`config.mk`:
```
export PLATFORM = sky130hd
export DESIGN_NAME = mcu_interrupt_controller
export DESIGN_NICKNAME = d
export VERILOG_FILES = /design/src/common/irq_ctrl_pkg.sv /design/src/core/mcu_interrupt_controller.sv
export SDC_FILE = /design/constraint.sdc
export NUM_CORES = 1
export LEC_CHECK = 0
export CAP_MARGIN = 20
export CORE_MARGIN = 3
export CORE_UTILIZATION = 58
export CTS_BUF_LIST = sky130_fd_sc_hd__clkbuf_4
export DETAILED_ROUTE_END_ITERATION = 10
export DONT_BUFFER_PORTS = 1
export HOLD_SLACK_MARGIN = 0.06
export PLACE_DENSITY_LB_ADDON = 0.3
export SYNTH_ARGS = -nofsm -noshare
export SYNTH_HDL_FRONTEND = slang
export SYNTH_SLANG_ARGS = --single-unit
```
`constraint.sdc`:
```
create_clock -name MCLK -period 2.15 [get_ports MCLK]
set_input_delay 0.3225 -clock MCLK [delete_from_list [all_inputs] [get_ports MCLK]]
set_output_delay 0.3225 -clock MCLK [all_outputs]
set_load 0.1 [all_outputs]
```
`src/common/irq_ctrl_pkg.sv`:
```
// Purpose: constants shared by the interrupt controller
// Assumes: one MCLK cycle per quarter-phase, four per instruction cycle
// Notes: register indices are word indices; byte address is index times four
package irq_ctrl_pkg;
    // ----------------------------------------
    // register map
    // ----------------------------------------
    localparam logic [11:0] IDX_INTERRUPT_CONTROL = 12'h000b;
    localparam logic [11:0] IDX_PERIPHERAL_FLAGS = 12'h000c;
    localparam logic [11:0] IDX_PERIPHERAL_ENABLES = 12'h008c;
    localparam logic [11:0] IDX_OPTION = 12'h0081;
    localparam logic [11:0] IDX_PIN_CHANGE_ENABLES = 12'h0096;
    localparam logic [7:0] RST_INTERRUPT_CONTROL = 8'h00;
    localparam logic [7:0] RST_PERIPHERAL = 8'h00;
    localparam logic [7:0] RST_OPTION = 8'hff;
    localparam logic [5:0] RST_PIN_CHANGE = 6'h00;
    // ----------------------------------------
    // field positions
    // ----------------------------------------
    localparam int B_GLOBAL_EN = 7;
    localparam int B_PERIPH_EN = 6;
    localparam int B_TIMER0_EN = 5;
    localparam int B_EXTIE = 4;
    localparam int B_PCIE = 3;
    localparam int B_TIMER0_FLAG = 2;
    localparam int B_EXTIF = 1;
    localparam int B_PCIF = 0;
    localparam int B_NVM = 7;
    localparam int B_ADC = 6;
    localparam int B_CMP = 3;
    localparam int B_TMR1 = 0;
    localparam int B_EDGE = 6;
    localparam logic [7:0] PERIPH_MASK = 8'hc9;
    localparam logic [7:0] CTRL_FLAG_MASK = 8'h07;
    // ----------------------------------------
    // phases, vector and entry timing
    // ----------------------------------------
    localparam logic [1:0] PH_ONE = 2'h0;
    localparam logic [1:0] PH_TWO = 2'h1;
    localparam logic [1:0] PH_FOUR = 2'h3;
    localparam logic [12:0] VECTOR_ADDR = 13'h0004;
    localparam logic [1:0] ENTRY_CYCLES = 2'h2;
    localparam logic [1:0] RESP_OKAY = 2'h0;
    localparam logic [1:0] RESP_SLVERR = 2'h2;
    typedef enum logic [1:0] {
        ST_IDLE = 2'b00,
        ST_WAIT = 2'b01,
        ST_VECTOR = 2'b10
    } entry_state_type;
endpackage

```
`src/core/mcu_interrupt_controller.sv`:
```
// Purpose: interrupt flags, enables and vectoring for a small 8-bit core
// Assumes: event inputs are one-cycle pulses synchronous to MCLK
// Notes: registers reached over AXI4-Lite, one aligned word each
//
// Chosen here: the AXI4-Lite slave port.
`timescale 1ns/10ps
module mcu_interrupt_controller (
    // clock and reset
    input wire logic MCLK,
    input wire logic RST_N,
    // axi4-lite slave
    input wire logic [13:0] AWADDR,
    input wire logic AWVALID,
    output logic AWREADY,
    input wire logic [31:0] WDATA,
    input wire logic [3:0] WSTRB,
    input wire logic WVALID,
    output logic WREADY,
    output logic [1:0] BRESP,
    output logic BVALID,
    input wire logic BREADY,
    input wire logic [13:0] ARADDR,
    input wire logic ARVALID,
    output logic ARREADY,
    output logic [31:0] RDATA,
    output logic [1:0] RRESP,
    output logic RVALID,
    input wire logic RREADY,
    // event sources
    input wire logic EXT_IRQ_PIN,
    input wire logic TIMER0_ROLLOVER,
    input wire logic [5:0] PORT_PINS,
    input wire logic COMPARATOR_CHANGE,
    input wire logic CONVERSION_DONE,
    input wire logic TIMER1_ROLLOVER,
    input wire logic NVM_WRITE_DONE,
    // core sequencer
    input wire logic RETURN_FROM_HANDLER,
    input wire logic SLEEPING,
    output logic IRQ_REQ,
    output logic WAKE_REQ,
    output logic PUSH_RETURN,
    output logic VECTOR_LOAD,
    output logic [12:0] VECTOR_PC,
    output logic [1:0] PHASE
);
    // ----------------------------------------
    // state
    // ----------------------------------------
    logic [1:0] phase_ff;
    logic [7:0] ctrl_ff;
    logic [7:0] pflags_ff;
    logic [7:0] penable_ff;
    logic [7:0] option_ff;
    logic [5:0] pin_change_en_ff;
    logic ext_pin_ff;
    logic ext_edge_pend_ff;
    logic [5:0] port_last_ff;
    irq_ctrl_pkg::entry_state_type state_ff;
    irq_ctrl_pkg::entry_state_type nxt_state;
    logic [1:0] wait_cnt_ff;
    logic aw_full_ff;
    logic [11:0] aw_idx_ff;
    logic w_full_ff;
    logic [7:0] w_data_ff;
    logic w_lane_ff;
    logic awready_ff;
    logic wready_ff;
    logic bvalid_ff;
    logic [1:0] bresp_ff;
    logic arready_ff;
    logic rvalid_ff;
    logic [31:0] rdata_ff;
    logic [1:0] rresp_ff;
    logic irq_req_ff;
    logic wake_ff;
    logic vector_ff;
    logic [12:0] vector_pc_ff;
    // ----------------------------------------
    // combinational terms
    // ----------------------------------------
    logic phase_one;
    logic do_write;
    logic wr_ctrl;
    logic wr_pflags;
    logic ext_edge;
    logic ext_set;
    logic port_set;
    logic [7:0] ctrl_set;
    logic [7:0] periph_set;
    logic periph_pending;
    logic ctrl_pending;
    logic any_pending;
    logic global_clear_write;
    logic take;
    logic nxt_aw_full;
    logic nxt_w_full;
    logic [11:0] ar_idx;
    logic [7:0] rd_byte;
    logic rd_hit;

    assign phase_one = (phase_ff == irq_ctrl_pkg::PH_ONE);
    assign do_write = aw_full_ff && w_full_ff && !bvalid_ff;
    assign wr_ctrl = do_write && w_lane_ff && (aw_idx_ff == irq_ctrl_pkg::IDX_INTERRUPT_CONTROL);
    assign wr_pflags = do_write && w_lane_ff && (aw_idx_ff == irq_ctrl_pkg::IDX_PERIPHERAL_FLAGS);
    // edge chosen by the option register; the old pin level is held for comparison
    assign ext_edge = option_ff[irq_ctrl_pkg::B_EDGE] ? (EXT_IRQ_PIN && !ext_pin_ff)
                                                      : (!EXT_IRQ_PIN && ext_pin_ff);
    // an edge seen in phases two or three waits for phase four to land
    assign ext_set = (ext_edge || ext_edge_pend_ff)
                     && (phase_ff == irq_ctrl_pkg::PH_FOUR || phase_one);
    // the port is read at the start of phase two; a change there is dropped
    assign port_set = |((PORT_PINS ^ port_last_ff) & pin_change_en_ff)
                      && (phase_ff != irq_ctrl_pkg::PH_TWO);
    assign ctrl_set = {5'h00, TIMER0_ROLLOVER, ext_set, port_set};
    assign periph_set = {NVM_WRITE_DONE, CONVERSION_DONE, 2'h0,
                         COMPARATOR_CHANGE, 2'h0, TIMER1_ROLLOVER};
    assign ctrl_pending = |(ctrl_ff[irq_ctrl_pkg::B_TIMER0_FLAG:irq_ctrl_pkg::B_PCIF]
                            & ctrl_ff[irq_ctrl_pkg::B_TIMER0_EN:irq_ctrl_pkg::B_PCIE]);
    assign periph_pending = |(pflags_ff & penable_ff & irq_ctrl_pkg::PERIPH_MASK);
    assign any_pending = ctrl_pending || (periph_pending && ctrl_ff[irq_ctrl_pkg::B_PERIPH_EN]);
    assign global_clear_write = wr_ctrl && !w_data_ff[irq_ctrl_pkg::B_GLOBAL_EN];
    // an instruction clearing the global enable beats an entry due this cycle
    assign take = (state_ff == irq_ctrl_pkg::ST_IDLE) && phase_one && any_pending
                  && ctrl_ff[irq_ctrl_pkg::B_GLOBAL_EN] && !global_clear_write;

    // ----------------------------------------
    // quarter-phase counter and sampling
    // ----------------------------------------
    always_ff @(posedge MCLK or negedge RST_N)
    begin
        if (!RST_N)
        begin
            phase_ff <= irq_ctrl_pkg::PH_ONE;
            ext_pin_ff <= 1'b0;
            ext_edge_pend_ff <= 1'b0;
            port_last_ff <= irq_ctrl_pkg::RST_PIN_CHANGE;
        end
        else
        begin
            phase_ff <= phase_ff + 2'h1;
            ext_pin_ff <= EXT_IRQ_PIN;
            ext_edge_pend_ff <= (ext_edge || ext_edge_pend_ff) && !ext_set;
            port_last_ff <= PORT_PINS;
        end
    end

    // ----------------------------------------
    // control register; a flag set wins over a clearing write, entry beats return for the global enable
    // ----------------------------------------
    always_ff @(posedge MCLK or negedge RST_N)
    begin
        if (!RST_N)
        begin
            ctrl_ff <= irq_ctrl_pkg::RST_INTERRUPT_CONTROL;
        end
        else
        begin
            for (int i = 0; i < 8; i++)
            begin
                if (i == irq_ctrl_pkg::B_GLOBAL_EN)
                begin
                    if (take)
                        ctrl_ff[i] <= 1'b0;
                    else if (RETURN_FROM_HANDLER)
                        ctrl_ff[i] <= 1'b1;
                    else if (wr_ctrl)
                        ctrl_ff[i] <= w_data_ff[i];
                end
                else if (irq_ctrl_pkg::CTRL_FLAG_MASK[i])
                begin
                    ctrl_ff[i] <= ctrl_set[i] | (wr_ctrl ? w_data_ff[i] : ctrl_ff[i]);
                end
                else if (wr_ctrl)
                begin
                    ctrl_ff[i] <= w_data_ff[i];
                end
            end
        end
    end

    // ----------------------------------------
    // peripheral flags, enables, option, pin-change enables
    // ----------------------------------------
    always_ff @(posedge MCLK or negedge RST_N)
    begin
        if (!RST_N)
        begin
            pflags_ff <= irq_ctrl_pkg::RST_PERIPHERAL;
            penable_ff <= irq_ctrl_pkg::RST_PERIPHERAL;
            option_ff <= irq_ctrl_pkg::RST_OPTION;
            pin_change_en_ff <= irq_ctrl_pkg::RST_PIN_CHANGE;
        end
        else
        begin
            pflags_ff <= (periph_set | (wr_pflags ? w_data_ff : pflags_ff))
                         & irq_ctrl_pkg::PERIPH_MASK;
            if (do_write && w_lane_ff)
            begin
                if (aw_idx_ff == irq_ctrl_pkg::IDX_PERIPHERAL_ENABLES)
                    penable_ff <= w_data_ff & irq_ctrl_pkg::PERIPH_MASK;
                if (aw_idx_ff == irq_ctrl_pkg::IDX_OPTION)
                    option_ff <= w_data_ff;
                if (aw_idx_ff == irq_ctrl_pkg::IDX_PIN_CHANGE_ENABLES)
                    pin_change_en_ff <= w_data_ff[5:0];
            end
        end
    end

    // ----------------------------------------
    // entry sequence: sample at phase one, vector two instruction cycles later
    // ----------------------------------------
    always_comb
    begin
        nxt_state = state_ff;
        case (state_ff)
            irq_ctrl_pkg::ST_IDLE:
                if (take)
                    nxt_state = irq_ctrl_pkg::ST_WAIT;
            irq_ctrl_pkg::ST_WAIT:
                if (phase_one && wait_cnt_ff == irq_ctrl_pkg::ENTRY_CYCLES - 2'h1)
                    nxt_state = irq_ctrl_pkg::ST_VECTOR;
            irq_ctrl_pkg::ST_VECTOR:
                nxt_state = irq_ctrl_pkg::ST_IDLE;
            default:
                nxt_state = irq_ctrl_pkg::ST_IDLE;
        endcase
    end

    always_ff @(posedge MCLK or negedge RST_N)
    begin
        if (!RST_N)
        begin
            state_ff <= irq_ctrl_pkg::ST_IDLE;
            wait_cnt_ff <= 2'h0;
            vector_ff <= 1'b0;
            vector_pc_ff <= 13'h0000;
            irq_req_ff <= 1'b0;
            wake_ff <= 1'b0;
        end
        else
        begin
            state_ff <= nxt_state;
            if (state_ff != irq_ctrl_pkg::ST_WAIT)
                wait_cnt_ff <= 2'h0;
            else if (phase_one)
                wait_cnt_ff <= wait_cnt_ff + 2'h1;
            // only the return address is pushed; W and status are software's job
            vector_ff <= (nxt_state == irq_ctrl_pkg::ST_VECTOR);
            vector_pc_ff <= irq_ctrl_pkg::VECTOR_ADDR;
            irq_req_ff <= any_pending && ctrl_ff[irq_ctrl_pkg::B_GLOBAL_EN];
            // wake ignores the global enable; vectoring afterwards does not
            wake_ff <= SLEEPING && any_pending;
        end
    end

    // ----------------------------------------
    // axi4-lite write channel
    // ----------------------------------------
    assign nxt_aw_full = do_write ? 1'b0 : (aw_full_ff || (AWVALID && awready_ff));
    assign nxt_w_full = do_write ? 1'b0 : (w_full_ff || (WVALID && wready_ff));

    always_ff @(posedge MCLK or negedge RST_N)
    begin
        if (!RST_N)
        begin
            aw_full_ff <= 1'b0;
            w_full_ff <= 1'b0;
            aw_idx_ff <= 12'h000;
            w_data_ff <= 8'h00;
            w_lane_ff <= 1'b0;
            awready_ff <= 1'b0;
            wready_ff <= 1'b0;
            bvalid_ff <= 1'b0;
            bresp_ff <= irq_ctrl_pkg::RESP_OKAY;
        end
        else
        begin
            aw_full_ff <= nxt_aw_full;
            w_full_ff <= nxt_w_full;
            awready_ff <= !nxt_aw_full;
            wready_ff <= !nxt_w_full;
            if (AWVALID && awready_ff)
                aw_idx_ff <= AWADDR[13:2];
            if (WVALID && wready_ff)
            begin
                w_data_ff <= WDATA[7:0];
                w_lane_ff <= WSTRB[0];
            end
            if (do_write)
            begin
                bvalid_ff <= 1'b1;
                bresp_ff <= (aw_idx_ff == irq_ctrl_pkg::IDX_INTERRUPT_CONTROL
                             || aw_idx_ff == irq_ctrl_pkg::IDX_PERIPHERAL_FLAGS
                             || aw_idx_ff == irq_ctrl_pkg::IDX_PERIPHERAL_ENABLES
                             || aw_idx_ff == irq_ctrl_pkg::IDX_OPTION
                             || aw_idx_ff == irq_ctrl_pkg::IDX_PIN_CHANGE_ENABLES)
                            ? irq_ctrl_pkg::RESP_OKAY : irq_ctrl_pkg::RESP_SLVERR;
            end
            else if (BREADY)
            begin
                bvalid_ff <= 1'b0;
            end
        end
    end

    // ----------------------------------------
    // axi4-lite read channel
    // ----------------------------------------
    assign ar_idx = ARADDR[13:2];

    always_comb
    begin
        rd_hit = 1'b1;
        case (ar_idx)
            irq_ctrl_pkg::IDX_INTERRUPT_CONTROL: rd_byte = ctrl_ff;
            irq_ctrl_pkg::IDX_PERIPHERAL_FLAGS: rd_byte = pflags_ff;
            irq_ctrl_pkg::IDX_PERIPHERAL_ENABLES: rd_byte = penable_ff;
            irq_ctrl_pkg::IDX_OPTION: rd_byte = option_ff;
            irq_ctrl_pkg::IDX_PIN_CHANGE_ENABLES: rd_byte = {2'h0, pin_change_en_ff};
            default:
            begin
                rd_byte = 8'h00;
                rd_hit = 1'b0;
            end
        endcase
    end

    always_ff @(posedge MCLK or negedge RST_N)
    begin
        if (!RST_N)
        begin
            arready_ff <= 1'b0;
            rvalid_ff <= 1'b0;
            rdata_ff <= 32'h0000_0000;
            rresp_ff <= irq_ctrl_pkg::RESP_OKAY;
        end
        else if (ARVALID && arready_ff)
        begin
            arready_ff <= 1'b0;
            rvalid_ff <= 1'b1;
            rdata_ff <= {24'h00_0000, rd_byte};
            rresp_ff <= rd_hit ? irq_ctrl_pkg::RESP_OKAY : irq_ctrl_pkg::RESP_SLVERR;
        end
        else if (rvalid_ff)
        begin
            rvalid_ff <= !RREADY;
            arready_ff <= RREADY;
        end
        else
        begin
            arready_ff <= 1'b1;
        end
    end

    assign AWREADY = awready_ff;
    assign WREADY = wready_ff;
    assign BVALID = bvalid_ff;
    assign BRESP = bresp_ff;
    assign ARREADY = arready_ff;
    assign RVALID = rvalid_ff;
    assign RDATA = rdata_ff;
    assign RRESP = rresp_ff;
    assign IRQ_REQ = irq_req_ff;
    assign WAKE_REQ = wake_ff;
    assign PUSH_RETURN = vector_ff;
    assign VECTOR_LOAD = vector_ff;
    assign VECTOR_PC = vector_pc_ff;
    assign PHASE = phase_ff;
endmodule

```
-- Word-level counts from Yosys, hierarchy flattened
Index checks and enable logic that the tools add are counted.
- flip-flop bits (word level): 88
- input port bits: 85
- output and inout port bits: 60
- word-level logic and storage cells: 133
- add/subtract/negate cells: 2
- eq/ne operators: 16
- muxes and demuxes: 25
- bitwise operators: 8
- reductions and logical operators: 52
- operators with widths (cell ; count):
    $eq 12x8->1 const B ; 6
    $eq 12x4->1 const B ; 4
    $pmux 8 s5 ; 1
    $logic_and 1x1->1 ; 22
    $mux 1 ; 16
    $mux 2 ; 6
    $logic_not 1->1 ; 9
    $logic_or 1x1->1 ; 9
    $and 8x8->8 ; 1
    $mux 8 ; 1
    $or 8x8->8 ; 1
    $and 6x6->6 ; 1
    $reduce_and 2->1 ; 3
    $reduce_or 6->1 ; 1
    $xor 6x6->6 ; 1
    $reduce_or 5->1 ; 1
    $add 2x1->2 const B ; 2
    $eq 2x1->1 const B ; 2
    $eq 2x2->1 const B ; 2
    $logic_not 2->1 ; 2
    $ne 2x1->1 const B ; 2
    $pmux 2 s2 ; 1
    $reduce_bool 2->1 ; 2
    $reduce_or 4->1 ; 1
    other kinds (4) ; 6

-- Longest topological paths before layout
Gate-level depths: netlist (run 1).
- depth in word-level cells: 10
- depth in mapped cells: 6
- mapped depth without buffers: 5

-- Worst setup path before layout (run 1)
No wires, ideal clock.
- kind: register to register
- start: register bvalid_ff (netlist: BVALID)
- end: register ctrl_ff[3]
- library setup time: 0.125 ns
- data arrival time: 1.959 ns
- data required time: 2.025 ns
- slack: 0.067 ns
- stages on the path, launching flop included: 6
- path buffers: 1
- period minus slack after synthesis: 2.083 ns
- path through: dfrtp_1 > nand3b_1 > nor2_4 > and4_1 > buf_6 > mux2_2
- cells in the longest elaborated chain, start to end: 4
- ends and longest elaborated chain (item ; RTL line ; text):
    start: declaration ; mcu_interrupt_controller.sv:69 ; logic bvalid_ff;
    start signal: assignment ; mcu_interrupt_controller.sv:274 ; bvalid_ff <= 1'b0;
    start signal: assignment ; mcu_interrupt_controller.sv:292 ; bvalid_ff <= 1'b1;
    start signal: assignment ; mcu_interrupt_controller.sv:302 ; bvalid_ff <= 1'b0;
    $logic_not 1->1 ; mcu_interrupt_controller.sv:103 ; assign do_write = aw_full_ff && w_full_ff && !bvalid_ff;
    $logic_and 1x1->1 ; mcu_interrupt_controller.sv:103 ;
    $logic_and 1x1->1 (2 in series) ; mcu_interrupt_controller.sv:104 ; assign wr_ctrl = do_write && w_lane_ff && (aw_idx_ff == irq_ctrl_pkg::IDX_INTERRUPT_CONTROL);
    end signal: assignment ; mcu_interrupt_controller.sv:155 ; ctrl_ff <= irq_ctrl_pkg::RST_INTERRUPT_CONTROL;
    end signal: indexed assignment ; mcu_interrupt_controller.sv:168 ; ctrl_ff[i] <= w_data_ff[i];
    end signal: indexed assignment ; mcu_interrupt_controller.sv:172 ; ctrl_ff[i] <= ctrl_set[i] | (wr_ctrl ? w_data_ff[i] : ctrl_ff[i]);
    end: declaration ; mcu_interrupt_controller.sv:51 ; logic [7:0] ctrl_ff;
No other way between the ends.
A chain may end at the register's enable or synchronous reset.

-- Final worst setup path (run 1)
- start: register aw_idx_ff[5]
- end: register option_ff[2]
- cells in the longest elaborated chain, start to end: 2
- ends and longest elaborated chain (item ; RTL line ; text):
    start: declaration ; mcu_interrupt_controller.sv:63 ; logic [11:0] aw_idx_ff;
    start signal: assignment ; mcu_interrupt_controller.sv:284 ; aw_idx_ff <= AWADDR[13:2];
    $eq 12x8->1 ; mcu_interrupt_controller.sv:202 ; if (aw_idx_ff == irq_ctrl_pkg::IDX_OPTION)
    $reduce_and 2->1 (no line) ; - ;
    end signal: assignment ; mcu_interrupt_controller.sv:191 ; option_ff <= irq_ctrl_pkg::RST_OPTION;
    end signal: assignment ; mcu_interrupt_controller.sv:203 ; option_ff <= w_data_ff;
    end: declaration ; mcu_interrupt_controller.sv:54 ; logic [7:0] option_ff;
No other way between the ends.

==> metrics.txt, run 1 <==
commonest non-fill, non-tap cell in the layout dfrtp_1; CTS tree built; Slew headroom 0.480; Fill cells 472; Main synth FF type dfrtp_1; setup violators final 0; stages on the worst setup path 4; Max Freq 492 MHz; share of cells above drive strength 1 0.240; routed vias 2711; largest stage delay on the critical path between 0.5 and 0.6 ns; CTS resizes 0; status complete, but fails checks; synth top area cells dfrtp_1 49%, mux2_2 12%, buf_4 7.5%; vias per cell between 5 and 6; Max Root-Sink Buffers 2; CTS H-tree depth 3; Placement Cell Area 4130 µm²; worst hold margin -0.428 ns; Compound-Gate Fraction of Synth Area 0.0934; ant diodes 0; Clock Power Share 0.218; Remaining DRCs 0; Layout area overhead 15.8%; Final Worst Setup Slack around 0.12 ns; CP required 2.51 ns; register area 2160 µm²; async set-or-reset flop fraction in the synthesized netlist 1.00; RSZ-0062 raised after global routing no; Worst Setup SP aw_idx_ff[5]; Top delay family on crit path simple AND/OR/NAND/NOR gates; Int Power 2.83 mW; Post-CTS Setup Bufs 0; Worst R2R Start aw_idx_ff[5]; Sw Pwr slightly below 2 mW; DP HPWL 5670 µm; Routed Antenna Nets 0; Initial Util 0.615; first-pass GRT wire length 13100 µm; clk slew on worst S/H paths 0.14 ns; Synth top area share 0.486; Cell Chain, Critical Path or4b_1, nor3_1, and4_2, mux2_2; Gate power share 0.321; Placeable Area approximately 6500 µm²; post-synthesis mux area share 0.125; slew at the pin closest to its max-slew limit 0.780 ns; Finished Cell Area ~4700 µm²; Die Wd 89.2 µm; Wirelength per Cell between 15 and 20 µm; post-synthesis xor/xnor area fraction 0.0153; gr usage total 0.214; startpoint types flip-flop; Crit path arrival time ~2.4 ns; Seq/Total Area, Yosys 0.538; multi-input logic area 1640 µm²; root buffer cell clkbuf_4; Yosys cell types 47; Num CTS Buffers 9; maxcap violations 0; largest net degree at the start of global routing 87; Seq pwr share 0.461; Setup WS pre-CTS about 0.16 ns; crit path capture type flip-flop; FF-to-FF setup slack 0.12 ns; final hold vios 86; Netlist Area Pre-Place 4020 µm²; initial antenna violation count 0; R2R depth 4; failing checks hold timing; Mapped Cells 338; Min-Delay Path Class primary input to async pin; routability cong. 0.856; Clk Latency, worst-skew pair 0.42 ns; die area 7960 µm²; Slowest cell on crit path or4b_1; commonest non-fill, non-tap cells in the layout 77 x dfrtp_1, 43 x mux2_2, 39 x conb_1; Slew Viols, Final 0; setup TNS 0 ns; Worst Setup EP option_ff[2]; Chip Height 89.2 µm; Hold-fix buffers, CTS 36; PortBufs 0; First DRT Iteration DRCs between 150 and 200; YS warnings 0; TritonRoute pass-1 iters 4; switching share of power 0.406; clk_skew approximately 0.011 ns; vias in the first global route 2689; EDFF count, synth 0; Final min period 2.03 ns; flops & latches, synth 86; combinational family with the most area after synthesis simple AND/OR/NAND/NOR gates; crit path buf inv count 0; Synth Area per Inst 11.9 µm²; Max FO, Critical Path 8; fin nets 491; Period Utilization, post-route 0.945; power per cell area 1020 nW/µm²; # IOs 145; Worst Setup Path Type flip-flop to flip-flop; adder-cell area share of the yosys netlist 0.00934; # rows 29; Total Wirelength 8040 µm; r2r endpoint option_ff[2]; leakage power between 2 and 2.5 nW; Worst VDD drop 0.983 mV; # clock sinks 86; post-synthesis simple-gate area fraction 0.128; grt total ovfl 0; Yosys top cell by area dfrtp_1
## power by group through the flow
stage / Clock (mW) / Combinational, mW / Sequential [mW]
after floorplan: 0 / 0.806 / 2.65
after global placement: 0 / 1.44 / 2.21
after detailed placement: 0 / 1.47 / 2.23
after CTS: 1.06 / 1.53 / 2.20
after global routing: 1.12 / 1.61 / 2.24
final: 1.04 / 1.53 / 2.20
## sequential cells by signal, summed over array words and instances (netlist names), 2 cells and up
name	flops
wait_cnt_ff	2
port_last_ff	6
w_data_ff	8
RDATA	8
pflags_ff	4
aw_idx_ff	12
PHASE	2
pin_change_en_ff	6
option_ff	8
ctrl_ff	8
state_ff	2
penable_ff	4
## how the worst min path moves through the flow
stage / to / slack, ns
floorplan: ARREADY / 0.03
global placement: port_last_ff[1] / 0.03
detailed placement: port_last_ff[1] / 0.03
CTS: port_last_ff[1] / -0.45
global route: RDATA[1] / -0.47
finish: port_last_ff[3] / -0.43
## cell families after synthesis
group | Yosys count
flip-flops | 86
AND/OR/NAND/NOR | 85
AO/OA/AOI/OAI | 57
buffers and inverters | 53
multiplexers | 45
XOR/XNOR | 7
adder cells (fa/ha/maj) | 3
other | 2
## cell type report
class / count / share of cell area
multi-input cells: 236 / 0.352
inverters: 10 / 0.00807
clock inverters: 7 / 0.0204
repair buffers: 60 / 0.119
flip-flops and latches: 86 / 0.465
clock buffers: 9 / 0.0145
well taps: 77 / 0.0207
## worst reg2reg max path: stages, from the launching register on
cell and delay (ns):
dfrtp_1 0.45, or4b_1 0.52, nor3_1 0.22, and4_2 0.41
mux2_2 0.37
## synth_stat cells, drive strengths merged, types with 2 or more instances
cell and n:
a211o 5, a211oi 2, a21oi 15, a222oi 2, a22o 2, a22oi 12
and2 5, and3b 3, and4 3, buf 41, clkbuf 2, conb 2
dfrtp 78, dfstp 8, ha 3, inv 10, mux2 43, mux2i 2
nand2 13, nand2b 2, nand3 2, nand3b 2, nand4 6, nor2 20
nor2b 8, nor3 5, nor3b 4, nor4 3, nor4bb 3, o21a 2
o21ai 14, xor2 6
## per-layer routing
| metal | up-vias | part of all wire | track usage |
|---|---|---|---|
| li1 | 1265 | - | - |
| met1 | 1329 | 0.40 | 0.269 |
| met2 | 104 | 0.52 | 0.365 |
| met3 | 13 | 0.063 | 0.0525 |
| met4 | 0 | 0.013 | 0.0677 |
| met5 | - | 0 | 0 |
## metrics by stage
stage	hold slack, ns	instances	total power [mW]	util
floorplan	0.0269	375	3.45	-
global placement	0.0289	433	3.64	0.632
detailed placement	0.0292	433	3.70	0.632
CTS	-0.446	485	4.79	0.712
global route	-0.468	485	4.97	0.712
finish	-0.428	485	4.76	0.712
No activity file was read; power rests on OpenSTA's default activity.
==> run 2, diff against run 1 <==
MAX_ROUTING_LAYER = met4   (was unset)
==> metrics.txt, run 2 (same netlist as run 1, synthesis figures left out) <==
Total Wirelength 8040 µm (about the same); Hold-fix buffers, CTS 36 (unchanged); First DRT Iteration DRCs 170 (unchanged); Setup WS pre-CTS 0.161 ns (unchanged); # clock sinks 86 (unchanged); clk slew on worst S/H paths 0.14 ns (about the same); Initial Util 0.615 (unchanged); Num CTS Buffers 9 (unchanged); commonest non-fill, non-tap cell in the layout dfrtp_1 (unchanged); Period Utilization, post-route 0.946 (was 0.945); first-pass GRT wire length 13100 µm (unchanged); grt total ovfl 0 (unchanged); largest net degree at the start of global routing 87 (unchanged); RSZ-0062 raised after global routing no (unchanged); Worst Setup Path Type flip-flop to flip-flop (unchanged); # IOs 145 (unchanged); Routed Antenna Nets 0 (unchanged); power per cell area 1020 nW/µm² (about the same); die area 7960 µm² (unchanged); FF-to-FF setup slack 0.12 ns (about the same); Min-Delay Path Class primary input to async pin (unchanged); final hold vios 86 (unchanged); fin nets 491 (unchanged); Clock Power Share 0.218 (about the same); worst hold margin -0.423 ns (was -0.428 ns); clk_skew 0.00985 ns (was 0.0109 ns); routed vias 2693 (was 2711); Layout area overhead 15.8% (unchanged); DP HPWL 5670 µm (unchanged); commonest non-fill, non-tap cells in the layout 77 x dfrtp_1, 43 x mux2_2, 39 x conb_1 (unchanged); Remaining DRCs 0 (unchanged); Clk Latency, worst-skew pair 0.41 ns (was 0.42 ns); Sw Pwr 1.94 mW (was 1.93 mW); Fill cells 472 (unchanged); PortBufs 0 (unchanged); Worst VDD drop 0.983 mV (about the same); Final min period 2.03 ns (about the same); maxcap violations 0 (unchanged); CP required 2.50 ns (was 2.51 ns); Placeable Area 6530 µm² (unchanged); switching share of power 0.406 (about the same); initial antenna violation count 0 (unchanged); ant diodes 0 (unchanged); Max FO, Critical Path 8 (unchanged); leakage power 2.06 nW (unchanged); CTS tree built (unchanged); Wirelength per Cell 16.6 µm (about the same); Biggest register aw_idx_ff (unchanged); Die Wd 89.2 µm (unchanged); Slew Viols, Final 0 (unchanged); root buffer cell clkbuf_4 (unchanged); Slew headroom 0.480 (about the same); share of cells above drive strength 1 0.240 (unchanged); Final Worst Setup Slack 0.116 ns (was 0.117 ns); slew at the pin closest to its max-slew limit 0.780 ns (about the same); R2R depth 4 (unchanged); vias per cell 5.55 (was 5.59); Post-CTS Setup Bufs 0 (unchanged); gr usage total 0.221 (was 0.214); Max Freq 492 MHz (about the same); setup violators final 0 (unchanged); Chip Height 89.2 µm (unchanged); TritonRoute pass-1 iters 5 (was 4); number of flip-flops in the largest register 12 (unchanged); Seq pwr share 0.462 (was 0.461); Worst R2R Start aw_idx_ff[5] (unchanged); Max Root-Sink Buffers 2 (unchanged); routability cong. 0.870 (was 0.856); CTS H-tree depth 3 (unchanged); Gate power share 0.321 (about the same); # rows 29 (unchanged); Int Power 2.83 mW (about the same); vias in the first global route 2698 (was 2689); CTS resizes 0 (unchanged); crit path capture type flip-flop (unchanged); Crit path arrival time 2.39 ns (about the same); failing checks hold timing (unchanged); startpoint types flip-flop (unchanged); setup TNS 0 ns (unchanged); r2r endpoint option_ff[2] (unchanged); status complete, but fails checks (unchanged)
==> run 2: cell counts in the layout (fill, tap and decap cells not counted) <==
Identical to the previous run, type by type.
==> run 2: worst max path at each step <==
| stage | end | cells after the start | startpoint |
|---|---|---|---|
| 3_3_place_gp | pin_change_en_ff[0] | 4 | aw_idx_ff[9] |
| 4_1_cts | pin_change_en_ff[0] | 4 | aw_idx_ff[9] |
| 5_1_grt | option_ff[3] | 4 | aw_idx_ff[5] |
| 3_5_place_dp | pin_change_en_ff[0] | 4 | aw_idx_ff[9] |
| 6_report | option_ff[2] | 4 | aw_idx_ff[5] |
| 2_1_floorplan | ctrl_ff[3] | 5 | BVALID |
==> run 2: layer usage <==
metal,part of all wire,GRT usage,wire [µm]
met1,0.41,0.273,3330
met2,0.52,0.366,4170
met3,0.056,0.0461,448
met4,0.011,0.0677,92
met5,0,-,0
==> run 2: final cells by class <==
class                           instances  area (µm²)  area share
Timing Repair Buffer                   60         553       0.119
Clock inverter                          7        95.1      0.0204
Inverter                               10        37.5     0.00807
Tap cell                               77        96.3      0.0207
Clock buffer                            9        67.6      0.0145
Sequential cell                        86        2160       0.465
Multi-Input combinational cell        236        1640       0.352
==> run 2: worst max-delay path, stage by stage (launching register included) <==
cell,delay [ns]
dfrtp_1,0.45
or4b_1,0.52
nor3_1,0.22
and4_2,0.41
mux2_2,0.37
==> run 2: per-stage QoR <==
step	utilization	cells	area, µm²	power, mW	hold WS (ns)
6_report	0.712	485	4650	4.77	-0.423
5_1_grt	0.712	485	4650	4.97	-0.468
4_1_cts	0.712	485	4650	4.79	-0.446
3_5_place_dp	0.632	433	4130	3.70	0.0292
3_3_place_gp	0.632	433	4130	3.64	0.0289
2_1_floorplan	-	375	4160	3.45	0.0269
==> run 2: power by group through the flow <==
stage	combinational (mW)	sequential [mW]	clock (mW)
after floorplan	0.806	2.65	0
after global placement	1.44	2.21	0
after detailed placement	1.47	2.23	0
after CTS	1.53	2.20	1.06
after global routing	1.61	2.24	1.12
final	1.53	2.20	1.04
==> run 3, diff against run 2 <==
PLACE_DENSITY = 0.77   (was unset)
PLACE_DENSITY_LB_ADDON = unset   (was 0.3)
==> metrics.txt, run 3 (same netlist as run 1, synthesis figures left out) <==
Period Utilization, post-route 0.935 (was 0.946); Total Wirelength 8050 µm (was 8040 µm); Biggest register aw_idx_ff (unchanged); setup violators final 0 (unchanged); root buffer cell clkbuf_4 (unchanged); Num CTS Buffers 9 (unchanged); switching share of power 0.391 (was 0.406); initial antenna violation count 0 (unchanged); Gate power share 0.314 (was 0.321); setup TNS 0 ns (unchanged); vias in the first global route 2755 (was 2698); Die Wd 89.2 µm (unchanged); largest stage delay on the critical path 0.54 ns (was 0.52 ns); first-pass GRT wire length 12900 µm (was 13100 µm); Max FO, Critical Path 7 (was 8); failing checks hold timing (unchanged); crit path buf inv count 0 (unchanged); crit path capture type flip-flop (unchanged); Finished Cell Area 4670 µm² (was 4650 µm²); Core Util, Final 0.715 (was 0.712); Setup WS pre-CTS 0.160 ns (was 0.161 ns); Cell Chain, Critical Path or4_4, nor2_4, nand4_1, mux2_2 (was or4b_1, nor3_1, and4_2, mux2_2); # IOs 145 (unchanged); CTS resizes 0 (unchanged); Placement Cell Area 4130 µm² (unchanged); power per cell area 1030 nW/µm² (was 1020 nW/µm²); Placeable Area 6530 µm² (unchanged); die area 7960 µm² (unchanged); number of flip-flops in the largest register 12 (unchanged); Chip Height 89.2 µm (unchanged); First DRT Iteration DRCs 169 (was 170); Max Freq 497 MHz (was 492 MHz); routability cong. 0.838 (was 0.870); routed vias 2693 (unchanged); commonest non-fill, non-tap cells in the layout 77 x dfrtp_1, 43 x mux2_2, 39 x conb_1 (unchanged); total power 4.82 mW (was 4.77 mW); maxcap violations 0 (unchanged); Final Worst Setup Slack 0.139 ns (was 0.116 ns); Routed Antenna Nets 0 (unchanged); Slowest cell on crit path or4_4 (was or4b_1); clk slew on worst S/H paths 0.13 ns (was 0.14 ns); fin nets 491 (unchanged); slew at the pin closest to its max-slew limit 0.758 ns (was 0.780 ns); Remaining DRCs 0 (unchanged); Clk Latency, worst-skew pair 0.44 ns (was 0.41 ns); Fill cells 486 (was 472); Min-Delay Path Class primary input to async pin (unchanged); CTS H-tree depth 3 (unchanged); Top delay family on crit path simple AND/OR/NAND/NOR gates (unchanged); Clock Power Share 0.230 (was 0.218); PortBufs 0 (unchanged); Slew Viols, Final 0 (unchanged); # rows 29 (unchanged); Int Power 2.94 mW (was 2.83 mW); commonest non-fill, non-tap cell in the layout dfrtp_1 (unchanged); Initial Util 0.615 (unchanged); vias per cell 5.55 (unchanged); Wirelength per Cell 16.6 µm (about the same); DP HPWL 5690 µm (was 5670 µm); largest net degree at the start of global routing 87 (unchanged); ant diodes 0 (unchanged); # clock sinks 86 (unchanged); status complete, but fails checks (unchanged); Hold-fix buffers, CTS 36 (unchanged); Layout area overhead 16.2% (was 15.8%); Seq pwr share 0.456 (was 0.462); CP required 2.47 ns (was 2.50 ns); gr usage total 0.221 (about the same); Max Root-Sink Buffers 2 (unchanged); Post-CTS Setup Bufs 0 (unchanged); clk_skew 0.0157 ns (was 0.00985 ns); CTS tree built (unchanged); leakage power 2.07 nW (was 2.06 nW); TritonRoute pass-1 iters 4 (was 5); Crit path arrival time 2.33 ns (was 2.39 ns); Slew headroom 0.494 (was 0.480); RSZ-0062 raised after global routing no (unchanged); startpoint types flip-flop (unchanged); share of cells above drive strength 1 0.240 (unchanged); Worst VDD drop 0.809 mV (was 0.983 mV); worst hold margin -0.444 ns (was -0.423 ns); final hold vios 86 (unchanged); Worst Setup Path Type flip-flop to flip-flop (unchanged); Final min period 2.01 ns (was 2.03 ns); Sw Pwr 1.89 mW (was 1.94 mW); grt total ovfl 0 (unchanged)
-- run 3: changes by cell type in the layout (fill, tap and decap cells not counted), sizes merged --
cell and delta:
bufinv +1, clkinv +1, inv -2
-- run 3: worst register-to-register path, stage by stage, from the launching register on --
cell and delay (ns):
dfrtp_1 0.40, or4_4 0.54, nor2_4 0.19, nand4_1 0.37
mux2_2 0.40
-- run 3: power groups by stage --
stage,registers [mW],logic (mW),clock network [mW]
floorplan,2.65,0.806,0
global placement,2.20,1.44,0
detailed placement,2.23,1.46,0
finish,2.20,1.52,1.11
global route,2.24,1.60,1.19
CTS,2.20,1.52,1.13
-- run 3: final cells by class --
type                       count  area (µm²)  share of cell area
clock buffer                   9        67.6              0.0145
clock inverter                 7         113              0.0241
tap                           77        96.3              0.0206
sequential                    86        2160               0.463
multi-input combinational    236        1640               0.351
timing repair buffer          60         553               0.118
inverter                      10        37.5             0.00804
-- run 3: final timing paths --
| kind | from | to | slack [ns] | depth (start not counted) |
|---|---|---|---|---|
| worst max-delay path | aw_idx_ff[9] | pin_change_en_ff[0] | 0.14 | 4 |
| worst min-delay path | RST_N | port_last_ff[1] | -0.44 | 0 |
| worst max register to register | aw_idx_ff[9] | pin_change_en_ff[0] | 0.14 | 4 |
| worst min register to register | PHASE[0] | PHASE[0] | 0.44 | 1 |
| max in group asynchronous | RST_N | option_ff[3] | 2.38 | 0 |
| min in group MCLK | RETURN_FROM_HANDLER | ctrl_ff[7] | 0.08 | 2 |
-- run 3: metrics by stage --
stage | hold slack [ns] | cells
final | -0.444 | 485
after detailed placement | 0.0292 | 433
after global placement | 0.0292 | 433
after floorplan | 0.0269 | 375
after global routing | -0.482 | 485
after CTS | -0.460 | 485
-- run 3: metal layers --
| metal | share of wire | up-vias | global-route usage | wire (µm) |
|---|---|---|---|---|
| met1 | 0.39 | 1321 | 0.247 | 3170 |
| met5 | 0 | - | - | 0 |
| met3 | 0.057 | 14 | 0.0664 | 462 |
| met2 | 0.54 | 89 | 0.376 | 4310 |
| li1 | - | 1269 | - | - |
| met4 | 0.014 | 0 | 0.0785 | 112 |
